$ cat src/shared/mqfb_pkg.sv
package mqfb_pkg;

  // ********************************
  // Geometry
  // ********************************
  localparam int QUEUES       = 16;
  localparam int SECTOR_BITS  = 8;
  localparam int DEVICES      = 8;
  localparam int DEPTH        = 1024;
  localparam int LEVEL_W      = 16;
  localparam int WORD_W       = 36;
  localparam int START_BIT    = 34;
  localparam int END_BIT      = 35;
  localparam logic [LEVEL_W-1:0] DEPTH_WORDS = 16'h0400;
  localparam logic [LEVEL_W-1:0] LEVEL_ZERO  = 16'h0000;
  localparam logic [LEVEL_W-1:0] LEVEL_ONE   = 16'h0001;

  // ********************************
  // Register map (byte addresses)
  // ********************************
  localparam logic [7:0] CTRL_OFFSET   = 8'h00;
  localparam logic [7:0] STATUS_OFFSET = 8'h04;
  localparam logic [7:0] THRESH_BASE   = 8'h40;
  localparam logic [7:0] LEVEL_BASE    = 8'h80;

  // Control fields
  localparam int CTRL_DIRECT_BIT = 0;
  localparam int CTRL_PACKET_BIT = 1;
  localparam int CTRL_COUNT_LSB  = 4;
  localparam int COUNT_W         = 5;
  localparam logic [COUNT_W-1:0] COUNT_RESET = 5'h10;
  // Threshold fields: full offset low half, empty offset high half
  localparam int AE_LSB = 16;
  localparam logic [LEVEL_W-1:0] OFFSET_RESET = 16'h0008;

  // ********************************
  // Pin inputs, sampled together
  // ********************************
  typedef struct packed {
    logic              write_en_n;
    logic [WORD_W-1:0] write_data;
    logic              write_addr_strobe;
    logic [6:0]        write_queue_address;
    logic              read_addr_strobe;
    logic [7:0]        read_queue_address;
    logic              empty_bus_strobe;
    logic              full_bus_strobe;
    logic              width_match_select;
    logic              input_width_select;
    logic              output_width_select;
    logic [2:0]        device_id;
  } mqfb_pins_type;

  localparam mqfb_pins_type PINS_IDLE = '{
    write_en_n: 1'b1, write_data: '0, write_addr_strobe: 1'b0,
    write_queue_address: '0, read_addr_strobe: 1'b0,
    read_queue_address: '0, empty_bus_strobe: 1'b0,
    full_bus_strobe: 1'b0, width_match_select: 1'b0,
    input_width_select: 1'b0, output_width_select: 1'b0,
    device_id: '0};

endpackage : mqfb_pkg

$ cat src/core/mqfb_status.sv
`timescale 1ns/1ps
`default_nettype none
module mqfb_status
  import mqfb_pkg::*;
(
  // Clock and reset
  input  wire logic                     ref_clk,
  input  wire logic                     reset,
  // APB slave
  input  wire logic                     psel,
  input  wire logic                     penable,
  input  wire logic                     pwrite,
  input  wire logic [7:0]               paddr,
  input  wire logic [31:0]              pwdata,
  output logic                          pready,
  output logic                          pslverr,
  output logic [31:0]                   prdata,
  // Device pins
  input  wire mqfb_pkg::mqfb_pins_type  pins,
  // Datapath, same clock
  input  wire logic                     read_word_taken,
  input  wire logic                     read_word_end,
  input  wire logic                     output_valid_flag,
  // Status outputs, flags active low; bus syncs and packet_active active high
  output logic [7:0]                    almost_full_status_bus_n,
  output logic [7:0]                    almost_empty_status_bus_n,
  output logic                          full_bus_sync,
  output logic                          empty_bus_sync,
  output logic                          frame_ready_flag_n,
  output logic                          packet_active
);

  // ********************************
  // Pin synchroniser
  // ********************************
  mqfb_pins_type meta_q;
  mqfb_pins_type pin_q;

  // No reset: the straps must already stand in pin_q when reset
  // is released, or the capture below would see idle values
  always_ff @(posedge ref_clk) begin
    meta_q <= pins;
    pin_q  <= meta_q;
  end

  // ********************************
  // Strap capture after reset
  // ********************************
  logic       strap_done_q;
  logic [2:0] width_q;
  logic [2:0] dev_id_q;

  always_ff @(posedge ref_clk) begin
    if (reset) begin
      strap_done_q <= 1'b0;
      width_q      <= 3'h0;
      dev_id_q     <= 3'h0;
    end else if (!strap_done_q) begin
      strap_done_q <= 1'b1;
      width_q      <= {pin_q.width_match_select, pin_q.input_width_select,
                       pin_q.output_width_select};
      dev_id_q     <= pin_q.device_id;
    end
  end

  // ********************************
  // Control registers
  // ********************************
  logic                     direct_q;
  logic                     packet_q;
  logic [COUNT_W-1:0]       count_q;
  logic [LEVEL_W-1:0]       af_off_q [QUEUES];
  logic [LEVEL_W-1:0]       ae_off_q [QUEUES];
  logic                     wr_acc;
  logic                     rd_setup;
  logic                     thr_hit;
  logic                     lvl_hit;
  logic [3:0]               reg_q;

  // Zero wait states
  assign pready  = 1'b1;
  assign wr_acc  = psel && penable && pwrite;
  assign rd_setup = psel && !penable && !pwrite;
  assign thr_hit = (paddr[7:6] == THRESH_BASE[7:6]) && (paddr[1:0] == 2'h0);
  assign lvl_hit = (paddr[7:6] == LEVEL_BASE[7:6]) && (paddr[1:0] == 2'h0);
  assign reg_q   = paddr[5:2];
  assign pslverr = psel && penable && !(paddr == CTRL_OFFSET
                   || (paddr == STATUS_OFFSET && !pwrite)
                   || thr_hit || (lvl_hit && !pwrite));

  // One mode bit for both buses
  always_ff @(posedge ref_clk) begin
    if (reset) begin
      direct_q <= 1'b0;
      packet_q <= 1'b0;
      count_q  <= COUNT_RESET;
    end else if (wr_acc && paddr == CTRL_OFFSET) begin
      direct_q <= pwdata[CTRL_DIRECT_BIT];
      packet_q <= pwdata[CTRL_PACKET_BIT];
      count_q  <= pwdata[CTRL_COUNT_LSB +: COUNT_W];
    end
  end

  always_ff @(posedge ref_clk) begin
    if (reset) begin
      for (int q = 0; q < QUEUES; q++) begin
        af_off_q[q] <= OFFSET_RESET;
        ae_off_q[q] <= OFFSET_RESET;
      end
    end else if (wr_acc && thr_hit) begin
      af_off_q[reg_q] <= pwdata[LEVEL_W-1:0];
      ae_off_q[reg_q] <= pwdata[AE_LSB +: LEVEL_W];
    end
  end

  assign packet_active = packet_q && strap_done_q && (width_q == 3'h0);

  // ********************************
  // Queue selection
  // ********************************
  logic [3:0] wq_q;
  logic       w_own_q;
  logic [3:0] rq_q;
  logic       r_own_q;

  // Device bits pick one of eight
  always_ff @(posedge ref_clk) begin
    if (reset) begin
      wq_q    <= 4'h0;
      w_own_q <= 1'b0;
    end else if (pin_q.write_addr_strobe) begin
      wq_q    <= pin_q.write_queue_address[3:0];
      w_own_q <= pin_q.write_queue_address[6:4] == dev_id_q;
    end
  end

  always_ff @(posedge ref_clk) begin
    if (reset) begin
      rq_q    <= 4'h0;
      r_own_q <= 1'b0;
    end else if (pin_q.read_addr_strobe) begin
      rq_q    <= pin_q.read_queue_address[3:0];
      r_own_q <= pin_q.read_queue_address[6:4] == dev_id_q;
    end
  end

  // ********************************
  // Levels and frame tracking
  // ********************************
  logic [LEVEL_W-1:0] level_q  [QUEUES];
  logic [LEVEL_W-1:0] frames_q [QUEUES];
  logic [QUEUES-1:0]  in_frame_q;
  logic               wr_take;
  logic               rd_take;

  assign wr_take = !pin_q.write_en_n && w_own_q
                   && level_q[wq_q] != DEPTH_WORDS;
  assign rd_take = read_word_taken && r_own_q
                   && level_q[rq_q] != LEVEL_ZERO;

  always_ff @(posedge ref_clk) begin
    if (reset) begin
      for (int q = 0; q < QUEUES; q++) begin
        level_q[q] <= LEVEL_ZERO;
      end
    end else begin
      for (int q = 0; q < QUEUES; q++) begin
        case ({wr_take && wq_q == q[3:0], rd_take && rq_q == q[3:0]})
          2'b10:   level_q[q] <= level_q[q] + LEVEL_ONE;
          2'b01:   level_q[q] <= level_q[q] - LEVEL_ONE;
          default: level_q[q] <= level_q[q];
        endcase
      end
    end
  end

  always_ff @(posedge ref_clk) begin
    if (reset) begin
      in_frame_q <= '0;
    end else if (wr_take && packet_active) begin
      if (pin_q.write_data[END_BIT]) begin
        in_frame_q[wq_q] <= 1'b0;
      end else if (pin_q.write_data[START_BIT]) begin
        in_frame_q[wq_q] <= 1'b1;
      end
    end
  end

  // Complete frames counted; a write and a read in the same cycle leave the count unchanged
  always_ff @(posedge ref_clk) begin
    if (reset) begin
      for (int q = 0; q < QUEUES; q++) begin
        frames_q[q] <= LEVEL_ZERO;
      end
    end else begin
      for (int q = 0; q < QUEUES; q++) begin
        case ({wr_take && packet_active && wq_q == q[3:0]
               && pin_q.write_data[END_BIT]
               && (in_frame_q[q] || pin_q.write_data[START_BIT]),
               rd_take && packet_active && rq_q == q[3:0]
               && read_word_end && frames_q[q] != LEVEL_ZERO})
          2'b10:   frames_q[q] <= frames_q[q] + LEVEL_ONE;
          2'b01:   frames_q[q] <= frames_q[q] - LEVEL_ONE;
          default: frames_q[q] <= frames_q[q];
        endcase
      end
    end
  end

  // ********************************
  // Per-queue flags, active high
  // ********************************
  logic [QUEUES-1:0] af_flag;
  logic [QUEUES-1:0] ae_flag;
  logic [QUEUES-1:0] ready_flag;

  always_comb begin
    for (int q = 0; q < QUEUES; q++) begin
      // Sum widened by one bit so a large offset cannot wrap
      af_flag[q]    = {1'b0, level_q[q]} + {1'b0, af_off_q[q]}
                      >= {1'b0, DEPTH_WORDS};
      ae_flag[q]    = level_q[q] <= ae_off_q[q];
      ready_flag[q] = frames_q[q] != LEVEL_ZERO;
    end
  end

  always_ff @(posedge ref_clk) begin
    if (reset) begin
      frame_ready_flag_n <= 1'b1;
    end else begin
      frame_ready_flag_n <= !(packet_active && r_own_q
                              && ready_flag[rq_q] && output_valid_flag);
    end
  end

  // ********************************
  // Sector selection
  // ********************************
  logic f_sec_q;
  logic e_sec_q;
  logic f_sec_d;
  logic e_sec_d;

  always_comb begin
    f_sec_d = f_sec_q;
    e_sec_d = e_sec_q;
    if (!direct_q) begin
      f_sec_d = !f_sec_q;
      e_sec_d = !e_sec_q;
    end else begin
      // Full bus addressed by read port
      if (pin_q.full_bus_strobe
          && pin_q.read_queue_address[6:4] == dev_id_q) begin
        f_sec_d = pin_q.read_queue_address[3];
      end
      if (pin_q.empty_bus_strobe
          && pin_q.read_queue_address[6:4] == dev_id_q) begin
        e_sec_d = pin_q.read_queue_address[3];
      end
    end
  end

  always_ff @(posedge ref_clk) begin
    if (reset) begin
      f_sec_q <= 1'b1;
      e_sec_q <= 1'b1;
    end else begin
      f_sec_q <= f_sec_d;
      e_sec_q <= e_sec_d;
    end
  end

  // ********************************
  // Status buses
  // ********************************
  logic [QUEUES-1:0] used;
  logic [QUEUES-1:0] e_src;

  always_comb begin
    for (int q = 0; q < QUEUES; q++) begin
      used[q] = q < count_q;
    end
  end

  assign e_src = packet_active ? ready_flag : ae_flag;

  // Both on the single clock here
  always_ff @(posedge ref_clk) begin
    if (reset) begin
      almost_full_status_bus_n  <= 8'hFF;
      almost_empty_status_bus_n <= 8'hFF;
      full_bus_sync             <= 1'b0;
      empty_bus_sync            <= 1'b0;
    end else begin
      // One bit per queue of the sector
      almost_full_status_bus_n  <= f_sec_d
        ? ~(af_flag[15:8] & used[15:8]) : ~(af_flag[7:0] & used[7:0]);
      almost_empty_status_bus_n <= e_sec_d
        ? ~(e_src[15:8] & used[15:8]) : ~(e_src[7:0] & used[7:0]);
      full_bus_sync  <= !direct_q && !f_sec_d;
      empty_bus_sync <= !direct_q && !e_sec_d;
    end
  end

  // ********************************
  // Register read
  // ********************************
  always_ff @(posedge ref_clk) begin
    if (reset) begin
      prdata <= 32'h0000_0000;
    end else if (rd_setup) begin
      prdata <= 32'h0000_0000;
      if (paddr == CTRL_OFFSET) begin
        prdata[CTRL_DIRECT_BIT]               <= direct_q;
        prdata[CTRL_PACKET_BIT]               <= packet_q;
        prdata[CTRL_COUNT_LSB +: COUNT_W]     <= count_q;
      end else if (paddr == STATUS_OFFSET) begin
        prdata[QUEUES-1:0]                    <= ready_flag;
        prdata[AE_LSB]                        <= packet_active;
        prdata[AE_LSB+3:AE_LSB+1]             <= width_q;
        prdata[AE_LSB+6:AE_LSB+4]             <= dev_id_q;
      end else if (thr_hit) begin
        prdata <= {ae_off_q[reg_q], af_off_q[reg_q]};
      end else if (lvl_hit) begin
        prdata <= {frames_q[reg_q], level_q[reg_q]};
      end
    end
  end

endmodule : mqfb_status
`default_nettype wire

$ cat config.mk
export PLATFORM = sky130hd
export DESIGN_NAME = mqfb_status
export DESIGN_NICKNAME = d
export VERILOG_FILES = /design/src/shared/mqfb_pkg.sv /design/src/core/mqfb_status.sv
export SDC_FILE = /design/constraint.sdc
export NUM_CORES = 2
export LEC_CHECK = 0
export ABC_AREA = 1
export BUFFER_PORTS_ARGS = -buffer_cell sky130_fd_sc_hd__clkbuf_2
export CELL_PAD_IN_SITES_DETAIL_PLACEMENT = 0
export CELL_PAD_IN_SITES_GLOBAL_PLACEMENT = 1
export CORE_MARGIN = 4
export CORE_UTILIZATION = 35
export CTS_BUF_LIST = sky130_fd_sc_hd__clkbuf_2
export DETAILED_ROUTE_END_ITERATION = 7
export PLACE_DENSITY = 0.66
export SYNTH_ARGS = -nofsm -noshare
export SYNTH_HDL_FRONTEND = slang
export SYNTH_SLANG_ARGS = --single-unit
$ cat constraint.sdc
create_clock -name ref_clk -period 4 [get_ports ref_clk]
set_input_delay 0.8 -clock ref_clk [delete_from_list [all_inputs] [get_ports ref_clk]]
set_output_delay 0.8 -clock ref_clk [all_outputs]
set_load 0.02 [all_outputs]
## Yosys cells after proc, flatten, opt, wreduce, memory -nomap -nowiden

Memories as Yosys holds them, arrays and structs flattened. A register that Yosys moved wholly into a read port is not among the register bits.
Cells that the tools add are included.

| storage, ports and cells | value |
|---|---|
| register bits after elaboration | 215 |
| latch bits | 0 |
| bits in writable memories | 1024 |
| memory bits (read-only) | 0 |
| memories kept | 4 |

Memories:

| name | words | bits a word | rd ports | clocked after memory_dff | write ports | line | RTL |
|---|---|---|---|---|---|---|---|
| ae_off_q | 16 | 16 | 17 | 0 | 16 | mqfb_status.sv:73 | `logic [LEVEL_W-1:0] ae_off_q [QUEUES];` |
| af_off_q | 16 | 16 | 17 | 0 | 16 | mqfb_status.sv:72 | `logic [LEVEL_W-1:0] af_off_q [QUEUES];` |
| frames_q | 16 | 16 | 17 | 0 | 16 | mqfb_status.sv:151 | `logic [LEVEL_W-1:0] frames_q [QUEUES];` |
| level_q | 16 | 16 | 19 | 2 | 16 | mqfb_status.sv:150 | `logic [LEVEL_W-1:0] level_q [QUEUES];` |

| operators by class | value |
|---|---|
| add/subtract/negate cells | 80 |
| $mul | 0 |
| div/mod/pow operators | 0 |
| magnitude comparators | 51 |
| equality and inequality tests | 100 |
| shift-type cells | 0 |
| multiplexer cells | 421 |
| bitwise gates (word level) | 107 |
| reductions and logical operators | 242 |

Operators with widths:

| kind | number |
|---|---|
| $mux 16 | 101 |
| $add 16x1->16 const B | 32 |
| $sub 16x1->16 const B | 32 |
| $mux 1 | 302 |
| $add 16x16->17 | 16 |
| $ge 17x11->1 const B | 16 |
| $reduce_bool 16->1 | 17 |
| $le 16x16->1 | 16 |
| $logic_and 1x1->1 | 155 |
| $or 1x1->1 | 96 |
| $eq 2x1->1 const B | 33 |
| $eq 2x2->1 const B | 33 |
| $eq 4x4->1 const B | 16 |
| $mux 32 | 2 |
| $reduce_or 2->1 | 32 |
| $mux 23 | 2 |
| $lt 4x5->1 const A | 8 |
| $and 8x8->8 | 4 |
| $eq 4x3->1 const B | 8 |
| $not 8->8 | 4 |
| $reduce_or 16->1 | 2 |
| $mux 4 | 6 |
| $lt 3x5->1 const A | 4 |
| $logic_or 1x1->1 | 19 |
| 25 further kinds | 45 |

## Depth between registers and ports, before layout

| depth | value |
|---|---|
| depth in word-level cells | 14 |
| gate-level depth with buffers | 33 |

## Worst setup path before layout

No wires, ideal clock.

| timing path | value |
|---|---|
| path kind | reg-to-reg |
| start | memory level_q[9][9] |
| end | memory frames_q[0][12], data pin |
| setup time | 0.261 ns |
| data arrival time | 4.187 ns |
| setup slack | -0.448 ns |
| cell stages (with the launch flop) | 26 |
| path buffers | 2 |
| path through | edfxtp_1 clkbuf_1 nor3_1 nor3b_1 nand4_1 nand3_1 nand3_1 nand2_1 nand2_1 clkbuf_1 nand4_1 nor2_1 ha_1 inv_1 nor2_1 ha_1 nand2_1 inv_1 o21ai_0 nand2_1 a21boi_0 o21ai_0 a21boi_0 o21ai_0 o21ai_0 a21oi_1 |

RTL lines:

| item | line |
|---|---|
| start: declaration | mqfb_status.sv:150 |
| end: declaration | mqfb_status.sv:151 |

==> flow_summary.json <==
{
  "finalPower_mw": 32.99,
  "cts_root_buffer": "clkbuf_2",
  "async_flop_share_pct": 0,
  "required_ns": 5.49,
  "fp-row-count": 186,
  "cp-start-kind": "flip-flop",
  "grt_overflow": 0,
  "timing.final.crit_period_ns": 4.594,
  "arrival_ns": 6.08,
  "regToRegSetupSlack_ns": -0.59,
  "critPathSlowestCell": "dfxtp_4",
  "first_iter_violations": 10320,
  "clockBufferDepth": 4,
  "skew_ns": 0.2424,
  "wirelength_microns": 442300,
  "antenna_found_initial": 20,
  "place_hpwl_microns": 342500,
  "gp_congestion": 1.026,
  "synth_edf_count": 1024,
  "status": "finished, violations left",
  "firstDrtPassIters": 6,
  "grt_pass1_vias": 92990,
  "peakVddDrop_mv": 0.1835,
  "synth_seq_cells": 1179,
  "synth-seq-area-share_pct": 37.28,
  "final_nets": 15060,
  "power_frac_seq_pct": 44.4,
  "ys_top_cells_by_area": "edfxtp_1 34%, ha_1 12%, nand2_1 7.7%",
  "grt_usage_pct": 31.78,
  "hold_class": "in -> reg",
  "ant_nets": 0,
  "setup-violations-final": 388,
  "die_x_microns": 517.3,
  "io_pins": 164,
  "path_class": "reg -> reg",
  "grt_max_degree": 60,
  "rsz0062_at_grt": "yes",
  "numClockSinks": 1179,
  "p_sw_share_pct": 36.52,
  "min_to": "ae_off_q[1][0]$_SDFFCE_PN0P_",
  "critPathBufInv": 8,
  "synthCells": 11600,
  "grt_pass1_wl_microns": 625700,
  "ys_warn_count": 0,
  "maxSlewHeadroom_pct": 11.60,
  "clk_latency_ns": 1.93,
  "yosys.area.top_type": "edfxtp_1",
  "p_comb_share_pct": 25.3,
  "syn_area_per_cell_sq_um": 7.829,
  "fin_crit_sh_pct": 114.9,
  "hold_violations": 0,
  "cap_violations": 0,
  "cts_tree": "done",
  "area_delta_synth_final_pct": 33.25,
  "fin_ws_ns": -0.5943,
  "cpPeakStageDelay_ns": 0.41,
  "syn_nets": 12640,
  "p_sw_mw": 12.05,
  "syn_area_sq_um": 90790,
  "synth.distinct_cells": 73,
  "worstMarginPinSlew_ns": 1.318,
  "min-delay-start": "pwdata[16]",
  "r2r_cells": 32,
  "wire_per_inst_microns": 25.00,
  "portBuffers": 127,
  "fmax_ghz": 0.2177,
  "slew_viol_final": 0,
  "power_density_nw_per_um2": 272.7,
  "fin_setup_tns_ns": -110.15,
  "cp-end-kind": "flip-flop",
  "drc": 0,
  "htreeDepth": 5,
  "critPathTopFamily": "simple AND/OR/NAND/NOR gates",
  "cts_inserted_buffers": 356,
  "min_path_cells": 5,
  "clockPowerShare_pct": 30.3,
  "synth_ff_type": "edfxtp_1",
  "vias_per_cell": 5.491,
  "cts.reportedPaths.clkPinSlew_ns": 0.11,
  "violations": "setup timing",
  "rr_endpoint": "frames_q[4][12]$_SDFFCE_PP0P_",
  "drive_gt1_share_pct": 25.91,
  "synth_top_area_share_pct": 33.87,
  "path_max_fanout": 12,
  "die_h_microns": 517.3,
  "routed-via-count": 97160,
  "leakage_nw": 55.76,
  "die-area_sq_um": 267600,
  "post-place-ws_ns": -1.673,
  "start_util_pct": 35.27,
  "internal_power_mw": 20.94,
  "core_area_sq_um": 257400
}
[cell usage after synthesis, types with 20 or more instances]
cell type  instances
a21o_1            77
xor2_1           160
o21bai_1          51
clkbuf_1         169
o21ai_1           20
buf_2            102
a21oi_1         1143
nand2_1         1864
edfxtp_1        1024
a22oi_1          147
o21ai_0          809
fa_1              38
or2_2             82
dfxtp_1          155
nor4_1            60
nor2_1          1481
xnor2_1           28
nor3_1           151
o211ai_1          34
buf_1             44
o22ai_1          282
nand3_1          503
a21boi_0          42
o221ai_1          40
inv_1           1512
a211oi_1          49
a221oi_1          25
o31ai_1           42
o21a_1            62
ha_1             896
a41oi_1           27
nand3b_1          23
a31oi_1           71
inv_2             31
nand4_1          190
[worst max path at each step]
| stage | end | cells past startpoint |
|---|---|---|
| floorplan | level_q[10][12]$_SDFFCE_PP0P_ | 25 |
| global placement | level_q[5][12]$_SDFFCE_PP0P_ | 29 |
| detailed placement | level_q[5][12]$_SDFFCE_PP0P_ | 29 |
| CTS | frames_q[6][13]$_SDFFCE_PP0P_ | 25 |
| global route | level_q[13][11]$_SDFFCE_PP0P_ | 32 |
| finish | frames_q[4][12]$_SDFFCE_PP0P_ | 32 |
[flip-flops by register name, summed over array words and instances, names as in the netlist, 3 cells and up, named ones only]
name / flops
level_q: 256
count_q: 5
ae_off_q: 256
wq_q: 4
meta_q: 27
frames_q: 256
rq_q: 4
almost_full_status_bus_n: 8
pin_q: 27
width_q: 3
af_off_q: 256
almost_empty_status_bus_n: 8
dev_id_q: 3
prdata: 32
[metal layers]
layer | vias up | part of all wire [%] | track usage [%]
met5 | - | 0.012 | 0
met4 | 8 | 6.4 | 17.18
met3 | 940 | 9.3 | 6.763
met2 | 4432 | 43 | 48.35
met1 | 46360 | 41 | 42.15
li1 | 45420 | - | -
[area by class of cell]
cell class                 count  area (sq um)
timing repair buffer        2404         19910
antenna                       21         52.55
multi-input combinational   8518         53790
fill                       25510        136400
sequential                  1179         33870
inverter                    1561          5939
clock buffer                 496          2482
tap                         3384          4234
clock inverter               131         708.2
[through the flow]
stage	area (sq um)	hold WS [ns]	utilization, %	cells
final	121000	0.1773	47.00	17690
after global routing	121000	0.03111	47.00	17690
after detailed placement	109800	0.3121	42.65	16680
after floorplan	90900	0.3096	-	11600
after CTS	118300	0.002469	45.95	17580
after global placement	109800	0.3121	42.65	16680
[worst min-delay path, stage by stage]
cell           delay [ns]
dlygate4sd3_1        0.53
clkbuf_2             0.16
inv_1                0.06
buf_4                0.26
nor2_1               0.15
[placed cells by master (no fill, tap or decap), types with 104 or more instances in the layout]
master / netlist / final
ha_4: 0 / 107
nand3_1: 503 / 463
ha_1: 896 / 777
buf_12: 1 / 104
a22oi_1: 147 / 147
nor2_1: 1481 / 1398
xor2_1: 160 / 154
nand4_1: 190 / 190
a21oi_2: 4 / 107
inv_1: 1512 / 1441
a21oi_1: 1143 / 1029
dfxtp_1: 155 / 151
clkbuf_2: 0 / 621
clkinv_1: 17 / 113
nand2_1: 1864 / 1772
edfxtp_1: 1024 / 1024
o21ai_1: 20 / 108
dlygate4sd3_1: 0 / 143
o21ai_0: 809 / 642
o22ai_1: 282 / 280
nor3_1: 151 / 137
buf_4: 11 / 1942
[power by group through the flow]
stage	sequential (mW)	combinational, mW	clock [mW]
global route	14.7	8.94	10.8
CTS	14.6	7.99	10.2
detailed placement	14.9	7.62	0
floorplan	14.8	3.83	0
finish	14.6	8.35	10.0
global placement	14.9	7.54	0
[kinds of logic after synthesis]
kind of cell,Yosys count,synth area share (%)
xor gates and xnor gates,202,2.102
buffers and inverters,1901,8.177
adders and majority gates,934,13.19
other,1,0.004130
DFF,1179,37.28
muxes,1,0.01102
and+or+nand+nor,4410,20.40
AOI/OAI and AO/OA,2969,18.84
[timing repair]
| action | 4_1_cts | 5_1_grt |
|---|---|---|
| buffers inserted | 136 | 86 |
| pin swaps | 188 | 210 |
| hold buffers | 143 | 0 |
| cloned | 4 | 5 |
| endpoints found under the hold margin | 1358 | 0 |
| gates resized for setup | 716 | 455 |
| endpoints found under the setup margin | 721 | 548 |
No activity file was read; power rests on OpenSTA's default activity.
